### config.mk
export PLATFORM = sky130hd
export DESIGN_NAME = cdp_pipeline_ctrl
export DESIGN_NICKNAME = d
export VERILOG_FILES = /design/src/logic/cdp_pkg.sv /design/src/logic/cdp_hz_if.sv /design/src/logic/cdp_gpr_file.sv /design/src/logic/cdp_hazard_unit.sv /design/src/logic/cdp_pipeline_ctrl.sv
export VERILOG_INCLUDE_DIRS = /design/src /design/src/logic
export SDC_FILE = /design/constraint.sdc
export NUM_CORES = 1
export LEC_CHECK = 0
export BUFFER_PORTS_ARGS = -buffer_cell sky130_fd_sc_hd__clkbuf_2
export CORE_MARGIN = 10
export CORE_UTILIZATION = 41
export CTS_CLUSTER_SIZE = 28
export DETAILED_ROUTE_END_ITERATION = 10
export PLACE_DENSITY_LB_ADDON = 0.12
export SYNTH_ARGS = -nofsm -noshare
export SYNTH_HDL_FRONTEND = slang
export SYNTH_SLANG_ARGS = --single-unit
export TNS_END_PERCENT = 100
### constraint.sdc
create_clock -name core_clk -period 3.6 [get_ports core_clk]
set_input_delay 0.54 -clock core_clk [delete_from_list [all_inputs] [get_ports core_clk]]
set_output_delay 0.54 -clock core_clk [all_outputs]
set_load 0.01 [all_outputs]
### src/logic/cdp_params.svh
/*
  Named constants for the CPU/DSP pipeline sequencer: widths and stage timing.
  Assumes it is included by bare name from the package and the design modules.
*/
`ifndef CDP_PARAMS_SVH
`define CDP_PARAMS_SVH

// -----------------------------------------------------------------------------
// Widths
// -----------------------------------------------------------------------------
`define CDP_DW 32
`define CDP_RAW 4
`define CDP_NREG 16

// -----------------------------------------------------------------------------
// Stage timing, counted in slots from the decode slot
// -----------------------------------------------------------------------------
`define CDP_ID_TO_MA 2
`define CDP_ID_TO_WB 3

// -----------------------------------------------------------------------------
// Reset values
// -----------------------------------------------------------------------------
`define CDP_ZERO_WORD 32'h0000_0000
`define CDP_ZERO_REG 4'h0

`endif

### src/logic/cdp_pkg.sv
/*
  Types shared by the pipeline sequencer: instruction classes and stage record.
  Assumes the constant header is on the include path.
*/
`include "cdp_params.svh"

package cdp_pkg;

  // ---------------------------------------------------------------------------
  // Instruction classes, one-hot
  // ---------------------------------------------------------------------------
  typedef enum logic [7:0] {
    CDP_NONE         = 8'h01,
    CDP_REG_XFER     = 8'h02,
    CDP_LOAD         = 8'h04,
    CDP_STORE        = 8'h08,
    CDP_STORE_PREDEC = 8'h10,
    CDP_DSP_OP       = 8'h20,
    CDP_DSP_MAC_XFER = 8'h40,
    CDP_DSP_MEM_MOVE = 8'h80
  } cdp_class_e;

  typedef logic [`CDP_RAW-1:0] cdp_reg_t;

  typedef struct packed {
    logic valid;
    cdp_class_e cls;
    cdp_reg_t dst;
    cdp_reg_t srcA;
    cdp_reg_t srcB;
    logic useA;
    logic useB;
  } cdp_stage_s;

  localparam cdp_stage_s CDP_BUBBLE = '{valid: 1'b0, cls: CDP_NONE, default: '0};

  // Classes whose memory-access stage takes the shared memory path
  function automatic logic cdp_uses_mem(cdp_class_e c);
    cdp_uses_mem = (c == CDP_LOAD) || (c == CDP_STORE) || (c == CDP_STORE_PREDEC) ||
                   (c == CDP_DSP_MEM_MOVE);
  endfunction

  // Classes that write a general register in the write-back stage
  function automatic logic cdp_writes_gpr(cdp_class_e c);
    cdp_writes_gpr = (c == CDP_REG_XFER) || (c == CDP_LOAD) || (c == CDP_STORE_PREDEC);
  endfunction

endpackage

### src/logic/cdp_hz_if.sv
/*
  Carrier between the sequencer and its hazard unit: stage records and verdicts.
  Assumes both ends run on the same core clock.
*/
`timescale 1ns/1ps

interface cdp_hz_if;
  import cdp_pkg::*;
  cdp_stage_s idStage;
  cdp_stage_s exStage;
  logic stall;
  logic loadUse;
  logic macContend;
  logic memClaim;

  modport ctrl (output idStage, output exStage,
                input stall, input loadUse, input macContend, input memClaim);
  modport hazard (input idStage, input exStage,
                  output stall, output loadUse, output macContend, output memClaim);
endinterface

### src/logic/cdp_gpr_file.sv
/*
  General register file: one write port, two registered read ports.
  Assumes writes come only from the write-back stage; a same-slot write is bypassed.
*/
`timescale 1ns/1ps
`include "cdp_params.svh"

module cdp_gpr_file
  import cdp_pkg::*;
(
  // Clock and reset
  input wire logic core_clk,
  input wire logic rst_b,
  // Write port
  input wire logic wrEn,
  input wire cdp_reg_t wrAddr,
  input wire logic [`CDP_DW-1:0] wrData,
  // Read ports
  input wire cdp_reg_t rdAddrA,
  input wire cdp_reg_t rdAddrB,
  output logic [`CDP_DW-1:0] rdDataA,
  output logic [`CDP_DW-1:0] rdDataB
);

  logic [`CDP_DW-1:0] mem [`CDP_NREG];

  always_ff @(posedge core_clk)
  begin
    if (wrEn)
    begin
      mem[wrAddr] <= wrData;
    end
  end

  // Read data come out of registers; a write in the same slot wins
  always_ff @(posedge core_clk)
  begin
    if (!rst_b)
    begin
      rdDataA <= `CDP_ZERO_WORD;
      rdDataB <= `CDP_ZERO_WORD;
    end
    else
    begin
      rdDataA <= (wrEn && wrAddr == rdAddrA) ? wrData : mem[rdAddrA];
      rdDataB <= (wrEn && wrAddr == rdAddrB) ? wrData : mem[rdAddrB];
    end
  end

endmodule

### src/logic/cdp_hazard_unit.sv
/*
  Hazard unit: load-use interlock, MAC-transfer contention and memory-path claim.
  Assumes the sequencer holds decode and inserts a bubble into execute on stall.
*/
`timescale 1ns/1ps

module cdp_hazard_unit
  import cdp_pkg::*;
(
  // Clock and reset, for the checks only
  input wire logic core_clk,
  input wire logic rst_b,
  // Stage records and verdicts
  cdp_hz_if.hazard hz
);

  logic readsExDst;

  // ---------------------------------------------------------------------------
  // Load-use interlock
  // ---------------------------------------------------------------------------
  assign readsExDst = (hz.idStage.useA && (hz.idStage.srcA == hz.exStage.dst)) ||
                      (hz.idStage.useB && (hz.idStage.srcB == hz.exStage.dst));
  assign hz.loadUse = hz.idStage.valid && hz.exStage.valid &&
                      (hz.exStage.cls == CDP_LOAD) && readsExDst;

  // ---------------------------------------------------------------------------
  // MAC register transfers against DSP memory moves
  // ---------------------------------------------------------------------------
  assign hz.macContend = hz.idStage.valid && hz.exStage.valid &&
    (((hz.idStage.cls == CDP_DSP_MAC_XFER) && (hz.exStage.cls == CDP_DSP_MEM_MOVE)) ||
     ((hz.idStage.cls == CDP_DSP_MEM_MOVE) && (hz.exStage.cls == CDP_DSP_MAC_XFER)));

  // Extra slots arise only from contention with a following instruction
  assign hz.stall = hz.loadUse || hz.macContend;

  // Execute moving into memory access claims the path for the next slot
  assign hz.memClaim = hz.exStage.valid && cdp_uses_mem(hz.exStage.cls);
endmodule

### src/logic/cdp_pipeline_ctrl.sv
/*
  Five-stage pipeline sequencer for the CPU with DSP extension: fetch slot
  issue, decode/execute/memory-access/write-back records, general register
  write-back, load-use interlock and fetch versus memory-access arbitration.
  Assumes a zero-wait fetch bus that answers in the slot it is granted, a
  zero-wait data bus, and an external ALU that returns its result in execute.
*/
`timescale 1ns/1ps
`include "cdp_params.svh"

module cdp_pipeline_ctrl
  import cdp_pkg::*;
(
  // Clock and reset
  input wire logic core_clk,
  input wire logic rst_b,
  // Fetch bus
  input wire logic fetchEnable,
  output logic fetchReq,
  input wire logic instrValid,
  input wire cdp_class_e instrCls,
  input wire cdp_reg_t instrDst,
  input wire cdp_reg_t instrSrcA,
  input wire cdp_reg_t instrSrcB,
  input wire logic instrUseA,
  input wire logic instrUseB,
  // Execute operands and result
  output logic [`CDP_DW-1:0] exSrcA,
  output logic [`CDP_DW-1:0] exSrcB,
  input wire logic [`CDP_DW-1:0] exResult,
  // Data memory bus
  output logic memReq,
  output logic memWrite,
  output logic [`CDP_DW-1:0] memAddr,
  output logic [`CDP_DW-1:0] memWdata,
  input wire logic [`CDP_DW-1:0] memRdata,
  // Status and write-back
  output logic stallActive,
  output logic wbEn,
  output cdp_reg_t wbReg,
  output logic [`CDP_DW-1:0] wbData,
  output logic dspDone
);

  cdp_hz_if hz ();

  cdp_stage_s inStage;
  cdp_stage_s skid_q;
  logic skidValid_q;
  logic skidValid_d;
  cdp_stage_s id_q;
  cdp_stage_s ex_q;
  cdp_stage_s ma_q;
  logic [`CDP_DW-1:0] maData_q;
  logic fetchReq_q;
  logic memReq_q;
  logic memWrite_q;
  logic [`CDP_DW-1:0] memAddr_q;
  logic [`CDP_DW-1:0] memWdata_q;
  logic stallActive_q;
  logic wbEn_q;
  cdp_reg_t wbReg_q;
  logic [`CDP_DW-1:0] wbData_q;
  logic dspDone_q;
  logic advance;
  logic incoming;

  // ---------------------------------------------------------------------------
  // Submodules
  // ---------------------------------------------------------------------------
  cdp_hazard_unit u_hazard (
    .core_clk (core_clk),
    .rst_b (rst_b),
    .hz (hz.hazard)
  );

  cdp_gpr_file u_gpr (
    .core_clk (core_clk),
    .rst_b (rst_b),
    .wrEn (wbEn_q),
    .wrAddr (wbReg_q),
    .wrData (wbData_q),
    .rdAddrA (id_q.srcA),
    .rdAddrB (id_q.srcB),
    .rdDataA (exSrcA),
    .rdDataB (exSrcB)
  );

  assign hz.idStage = id_q;
  assign hz.exStage = ex_q;

  // ---------------------------------------------------------------------------
  // Fetch slot and skid entry
  // ---------------------------------------------------------------------------
  assign inStage = '{valid: 1'b1, cls: instrCls, dst: instrDst, srcA: instrSrcA,
                     srcB: instrSrcB, useA: instrUseA, useB: instrUseB};
  assign advance = !hz.stall;
  assign incoming = fetchReq_q && instrValid;

  // The skid holds the one fetch already granted when decode stalls
  always_comb
  begin
    if (advance)
    begin
      skidValid_d = skidValid_q && incoming;
    end
    else
    begin
      skidValid_d = skidValid_q || incoming;
    end
  end

  always_ff @(posedge core_clk)
  begin
    if (!rst_b)
    begin
      skidValid_q <= 1'b0;
      skid_q <= CDP_BUBBLE;
    end
    else
    begin
      skidValid_q <= skidValid_d;
      if (incoming && (skidValid_q || !advance))
      begin
        skid_q <= inStage;
      end
    end
  end

  // Next fetch one slot later unless memory access or a full skid holds it
  always_ff @(posedge core_clk)
  begin
    if (!rst_b)
    begin
      fetchReq_q <= 1'b0;
    end
    else
    begin
      fetchReq_q <= fetchEnable && !hz.memClaim && !skidValid_d;
    end
  end

  // ---------------------------------------------------------------------------
  // Decode and execute records
  // ---------------------------------------------------------------------------
  always_ff @(posedge core_clk)
  begin
    if (!rst_b)
    begin
      id_q <= CDP_BUBBLE;
    end
    else if (advance)
    begin
      id_q <= skidValid_q ? skid_q : (incoming ? inStage : CDP_BUBBLE);
    end
  end

  // A stall holds decode and sends a bubble into execute
  always_ff @(posedge core_clk)
  begin
    if (!rst_b)
    begin
      ex_q <= CDP_BUBBLE;
    end
    else
    begin
      ex_q <= advance ? id_q : CDP_BUBBLE;
    end
  end

  // ---------------------------------------------------------------------------
  // Memory-access stage
  // ---------------------------------------------------------------------------
  always_ff @(posedge core_clk)
  begin
    if (!rst_b)
    begin
      ma_q <= CDP_BUBBLE;
      maData_q <= `CDP_ZERO_WORD;
    end
    else
    begin
      ma_q <= ex_q;
      maData_q <= exResult;
    end
  end

  always_ff @(posedge core_clk)
  begin
    if (!rst_b)
    begin
      memReq_q <= 1'b0;
      memWrite_q <= 1'b0;
      memAddr_q <= `CDP_ZERO_WORD;
      memWdata_q <= `CDP_ZERO_WORD;
    end
    else
    begin
      memReq_q <= hz.memClaim;
      memWrite_q <= ex_q.valid &&
                    ((ex_q.cls == CDP_STORE) || (ex_q.cls == CDP_STORE_PREDEC));
      memAddr_q <= exResult;
      memWdata_q <= exSrcA;
    end
  end

  // ---------------------------------------------------------------------------
  // Write-back stage
  // ---------------------------------------------------------------------------
  always_ff @(posedge core_clk)
  begin
    if (!rst_b)
    begin
      wbEn_q <= 1'b0;
      wbReg_q <= `CDP_ZERO_REG;
      wbData_q <= `CDP_ZERO_WORD;
    end
    else
    begin
      wbEn_q <= ma_q.valid && cdp_writes_gpr(ma_q.cls);
      wbReg_q <= ma_q.dst;
      wbData_q <= (ma_q.cls == CDP_LOAD) ? memRdata : maData_q;
    end
  end

  // DSP results complete in their fifth stage
  always_ff @(posedge core_clk)
  begin
    if (!rst_b)
    begin
      dspDone_q <= 1'b0;
    end
    else
    begin
      dspDone_q <= ma_q.valid && ((ma_q.cls == CDP_DSP_OP) ||
                   (ma_q.cls == CDP_DSP_MAC_XFER));
    end
  end

  always_ff @(posedge core_clk)
  begin
    if (!rst_b)
    begin
      stallActive_q <= 1'b0;
    end
    else
    begin
      stallActive_q <= hz.stall;
    end
  end

  assign fetchReq = fetchReq_q;
  assign memReq = memReq_q;
  assign memWrite = memWrite_q;
  assign memAddr = memAddr_q;
  assign memWdata = memWdata_q;
  assign stallActive = stallActive_q;
  assign wbEn = wbEn_q;
  assign wbReg = wbReg_q;
  assign wbData = wbData_q;
  assign dspDone = dspDone_q;
endmodule

==> metrics.txt, run 1 <==
fraction of registers with async set/reset 0%; Clock transition at path regs 0.06 ns; Hold Crit Class input port to flip-flop; Peak VDD IR 0.000363 V; Inst Count DP 3,166; die area 89,600 um2; post-CTS setup buffers 0; final WL 95,500 um; Layout area overhead 16.9%; Max FO, Critical Path 26; Post-Synthesis Cells 1,980; Hold Slack 0.117 ns; Unique masters post-synth 50; clk root buf clkbuf_16; critical path arrival 3.09 ns; final non-filler cell total 3,323; DIE HEIGHT 299 um; worst slew pin tran roughly 0.98 ns; Antenna Nets Post-Route 0; f_max 388 MHz; Final Hold Vio Count 0; initial core utilization approximately two fifths; status completed; CTS Hold Bufs 0; crit path kind flip-flop to flip-flop; post-route cell area 37,400 um2; most frequent cells in the layout 512 x edfxtp_1, 258 x clkbuf_2, 256 x mux4_2; overall routing resource usage 21.0%; DP HPWL between 50,000 and 60,000 um; TritonCTS clock tree yes; endpoint class of the critical path flip-flop; Pins Over Slew Limit 0; Final period util a little under three quarters; largest net degree at the start of global routing 74; TritonRoute pass-1 iters 5; pwr/cell area ~500 nW/um2; layout cells sized above 1 roughly a third; final net count between 2,000 and 2,500; grt total ovfl 0; antenna violations before repair 1; Mapped Area 32,000 um2; Critical Path Source Type flip-flop; first-pass GRT wire length approximately 140,000 um; average cell area after synthesis 16.2 um2; n_diodes 0; worst rel slew slack 34.9%; most common cell after layout, fill and taps aside edfxtp_1; Final Power 18,500 uW; max cap viols 0; Mapped Nets ~2,100; row count 102; Die X 299 um; Cell Area, Placed 34,700 um2; I/O Buffers 259; I/O pin cnt 260; sequential fraction of the synthesis area 63.3%; GPL Wtd Cong 0.781; initial drt markers 1,534; Via Count 19,928; Clock Latency Late Sink 0.63 ns; DRC 0; unrepaired setup endpoints after global routing false; number of flops mapped to enable cells by yosys about 510; clock sink count 755; final setup violation count 0; core box area 77,500 um2; Tmin final between 2 and 3 ns; WL/cell 28.7 um; post-CTS sizing 0; P_leak 0.0129 uW; vias in the first global route 21,136; Main synth FF type edfxtp_1; Clock Skew 0.0174 ns; Worst Path Required 4.11 ns; setup TNS 0 ns; Bufs on Longest Clock Path 3; TritonCTS Buffers 84; htree depth 3; synthesized flop and latch total between 700 and 800; post-DR vias/cell 6.00; synth warn 0
## critical path, stage by stage, from the launching register on
cell and delay (ns):
dfxtp_1 0.52, and4bb_2 0.32, o211ai_4 0.62, o32ai_4 0.35, buf_4 0.32, o41ai_1 0.33
## report_power, final
| group | total, uW | switching [uW] | internal, uW | leakage [uW] |
|---|---|---|---|---|
| clock | 8480 | 3450 | 5020 | 0.00135 |
| combinational | 633 | 364 | 269 | 0.00489 |
| sequential | 9420 | 112 | 9310 | 0.00671 |
| total | 18500 | 3930 | 14600 | 0.0129 |
## registers in the layout, indices dropped and copies added, names as in the netlist
register	count
u_gpr.mem	512
memAddr	32
memWdata	32
u_gpr.rdDataA	32
u_gpr.rdDataB	32
wbData	32
hz.idStage	23
skid_q	23
ex_q	13
ma_q	13
wbReg	4
dspDone	1
fetchReq	1
memReq	1
memWrite	1
skidValid_q	1
stallActive	1
wbEn	1
## synth_stat cells, types with 2 or more instances
master / count / area, um2
inv_1: 2 / 7.51
a31oi_1: 22 / 138
a21oi_1: 57 / 285
and3_1: 56 / 350
nor2b_1: 6 / 37.5
clkbuf_1: 107 / 402
nor3b_1: 3 / 22.5
nand3_1: 47 / 235
and4bb_2: 2 / 25.0
buf_6: 20 / 225
nor4_1: 4 / 25.0
o41ai_1: 21 / 184
buf_1: 11 / 41.3
xnor2_1: 7 / 61.3
mux4_2: 256 / 5770
o22ai_1: 64 / 400
xor2_1: 13 / 114
nand2b_1: 4 / 25.0
nand2_1: 131 / 492
o311a_1: 2 / 20.0
edfxtp_1: 512 / 15400
nand3b_1: 3 / 22.5
a221oi_2: 26 / 390
dfxtp_1: 243 / 4860
and2_1: 86 / 538
nand4_1: 2 / 12.5
o211ai_1: 22 / 165
o21ai_0: 8 / 40.0
or3_1: 3 / 18.8
nor3_1: 12 / 60.1
clkbuf_2: 3 / 15.0
a221oi_1: 39 / 342
o311ai_0: 22 / 193
buf_2: 43 / 215
nor2_1: 43 / 161
a22o_1: 64 / 561
## cell families after synthesis
| family | after synthesis | share of synthesized area, % |
|---|---|---|
| flops | 755 | 63.3 |
| simple gates | 408 | 6.55 |
| xor+xnor | 20 | 0.548 |
| buf+inv | 187 | 2.85 |
| compound gates | 354 | 8.76 |
| mux | 256 | 18.0 |
## worst paths after layout
path                      from              to  slack (ns)  cells past startpoint
setup / recovery      ex_q[21]  hz.idStage[16]        1.02                      5
setup reg to reg      ex_q[21]  hz.idStage[16]        1.02                      5
hold / removal    exResult[19]     memAddr[19]        0.12                      2
hold reg to reg       ma_q[12]        wbReg[2]        0.43                      1
## final cells by class
cell class                      count  area (um2)
Clock buffer                      127        2470
Clock inverter                     30         274
Fill cell                        6649       40100
Inverter                            2        7.51
Multi-Input combinational cell   1038       11000
Sequential cell                   755       20300
Tap cell                         1040        1300
Timing Repair Buffer              331        2070
## per-stage QoR
step | setup slack (ns) | util [%]
after floorplan | 0.281 | -
after global placement | 1.12 | 44.7
after detailed placement | 1.04 | 44.7
after CTS | 1.03 | 48.3
after global routing | 0.827 | 48.3
final | 1.02 | 48.3
## layer usage
metal	share of wire (%)	wire length, um	vias to the layer above	track usage [%]
li1	-	-	8549	-
met1	41	38800	10388	27.3
met2	49	46800	843	34.8
met3	7.7	7350	148	4.71
met4	2.6	2480	0	6.13
met5	0	0	-	0
(Power assumes the default switching activity.)
==> run 2: changes to the inputs <==
clock period = 2.6 ns   (was 3.6 ns; I/O delays follow)
==> run 2 against run 1 <==
Net effect:
- worst setup slack worse by 0.65 ns
- first-iteration DRC count is 27% higher
- utilization is 1.5 points higher
- critical path depth is 2 higher
- die area stayed put
- count of clock-buffer cells in the layout is 3 higher
- largest power group unchanged
==> metrics.txt, run 2 (synthesis gave the netlist of run 1 again) <==
GR Util met2 36.6% (+1.9 points); Layout area overhead 20.5%; I/O pin cnt 260 (unchanged); status completed; vias in the first global route 21,563 (+2.0%); Final Hold Vio Count 0 (unchanged); post-CTS sizing 0 (unchanged); setup TNS 0 ns (unchanged); Clock transition at path regs 0.06 ns (about the same); DIE HEIGHT 299 um (unchanged); final WL 97,800 um (+2.4%); Reg2Reg Depth 7 (+2); busiest grt layer met2; Max FO, Critical Path 14 (-46%); largest net degree at the start of global routing 67 (-9.5%); TritonRoute pass-1 iters 6 (+1); final setup margin 0.376 ns (-0.646 ns); DP Worst Slack 0.373 ns (-0.670 ns); post-DR vias/cell 6.00 (+0.12%); pwr/cell area 679 nW/um2 (+37%); combinational group share of total power 3.7% (+0.3 points); delay of the slowest cell on the worst path 0.68 ns (+0.06 ns); most frequent cells in the layout 512 x edfxtp_1, 258 x clkbuf_2, 256 x mux4_2; grt total ovfl 0 (unchanged); worst-path cell chain nor3b_1, buf_4, and2_1, o21ai_1, buf_4, a31oi_1, nand3_1; Largest Register u_gpr.mem; GPL Wtd Cong 0.783 (+0.22%); initial core utilization 41.3% (unchanged); hold endpoint wbData[19]; layout cells sized above 1 34.7% (+0.60 points); Tmin final 2.22 ns (-0.354 ns); power share of the sequential group 49.9% (-0.9 points); TritonCTS clock tree yes; clock sink count 755 (unchanged); worst rel slew slack 39.8% (+4.9 points); Hold Crit Class input port to flip-flop; most common cell after layout, fill and taps aside edfxtp_1; Final period util 85.5% (+14 points); GR Layer Usage met3 3.64% (-1.1 points); post-layout util 49.7% (+1.5 points); Critical Path Source Type flip-flop; critical path arrival 2.79 ns (-0.30 ns); P_leak 0.0135 uW (+4.1%); HP Start memRdata[19]; max cap viols 0 (unchanged); WL/cell 28.6 um (-0.45%); Worst Path Required 3.17 ns (-0.94 ns); reg2reg setup slack 0.38 ns (-0.65 ns); worst slew pin tran 0.902 ns (-0.0736 ns); met1 Resource Use GR 27.9% (+0.54 points); overall routing resource usage 21.5% (+0.52 points); clk root buf clkbuf_16; htree depth 3 (unchanged); Peak VDD IR 0.000394 V (+8.4%); Int Power 20,600 uW (+41%); most frequent CP cell buf_4; DP HPWL 56,600 um (+0.89%); Clock Skew 0.0197 ns (+0.00236 ns); unrepaired setup endpoints after global routing false; row count 102 (unchanged); Final Power 26,200 uW (+41%); die area 89,600 um2 (unchanged); final net count 2,393 (+4.0%); max reg flops 512 (unchanged); fillers 6,401 (-3.7%); final setup violation count 0 (unchanged); Crit-path slowest cell o21ai_1; endpoint class of the critical path flip-flop; Via Count 20,516 (+3.0%); switching share of total power 21.1% (-0.15 points); first-pass GRT wire length 144,000 um (+2.4%); antenna violations before repair 6 (+5); Die X 299 um (unchanged); crit path kind flip-flop to flip-flop; TritonCTS Buffers 85 (+1.2%); core box area 77,500 um2 (unchanged); Bufs on Longest Clock Path 3 (unchanged); switching pwr 5510 uW (+40%); I/O Buffers 259 (unchanged); Clock Latency Late Sink 0.64 ns (about the same); Worst R2R Start ex_q[18]; initial drt markers 1,948 (+27%); f_max 450 MHz (+16%); clock share of power 46.4% (+0.7 points); Antenna Nets Post-Route 0 (unchanged); Pins Over Slew Limit 0 (unchanged); DRC 0 (unchanged); Hold Path Cell Cnt 3 (+1); worst reg2reg endpoint skid_q[9]
run 2: how the worst max path moves through the flow:
stage / from / endpoint / slack [ns]
2_1_floorplan: wbReg[3] / u_gpr.mem[8][0] / -0.71
3_3_place_gp: hz.idStage[2] / u_gpr.rdDataB[4] / 0.39
3_5_place_dp: hz.idStage[2] / u_gpr.rdDataB[4] / 0.37
4_1_cts: hz.idStage[2] / u_gpr.rdDataB[4] / 0.37
5_1_grt: hz.idStage[9] / hz.idStage[3] / 0.21
6_report: ex_q[18] / skid_q[9] / 0.38
run 2: cell type report:
type	count	area, um2	share of cell area [%]
Timing Repair Buffer	421	3060	7.94
Inverter	2	7.51	0.0195
Sequential cell	755	20300	52.6
Clock buffer	130	2600	6.75
Antenna cell	1	2.50	0.00649
Multi-Input combinational cell	1038	11000	28.6
Clock inverter	30	278	0.721
Tap cell	1040	1300	3.38
run 2: worst max-delay path, delay by kind of cell, from the launching register on:
family | cells | cell delay (ns)
buffers and inverters | 2 | 0.50
AO/OA/AOI/OAI | 2 | 0.80
flip-flops | 1 | 0.44
AND/OR/NAND/NOR | 3 | 0.39
run 2: through the flow:
stage / hold slack, ns / area, um2 / std cells
after detailed placement: 0.420 / 35100 / 3199
after global placement: 0.416 / 35100 / 3199
after global routing: 0.0120 / 38500 / 3417
after CTS: 0.0120 / 38500 / 3416
final: 0.0381 / 38500 / 3417
after floorplan: 0.412 / 32000 / 1980
run 2: metal layers:
| metal | part of all wire [%] | up-vias |
|---|---|---|
| li1 | - | 8745 |
| met1 | 40 | 10723 |
| met2 | 50 | 879 |
| met3 | 6.9 | 169 |
| met4 | 2.5 | 0 |
| met5 | 0 | - |
run 2: power by group through the flow:
stage	logic, uW	registers (uW)	clock network [uW]
3_3_place_gp	906	13300	0
2_1_floorplan	442	13300	0
3_5_place_dp	913	13300	0
6_report	973	13000	12100
5_1_grt	1050	13100	12900
4_1_cts	982	13000	12400
run 2: repair_timing:
action | in CTS | in global routing
hold buffers | 57 | 0
endpoints found under the setup margin | 0 | 0
endpoints found under the hold margin | 57 | 0
setup buffers | 0 | 0
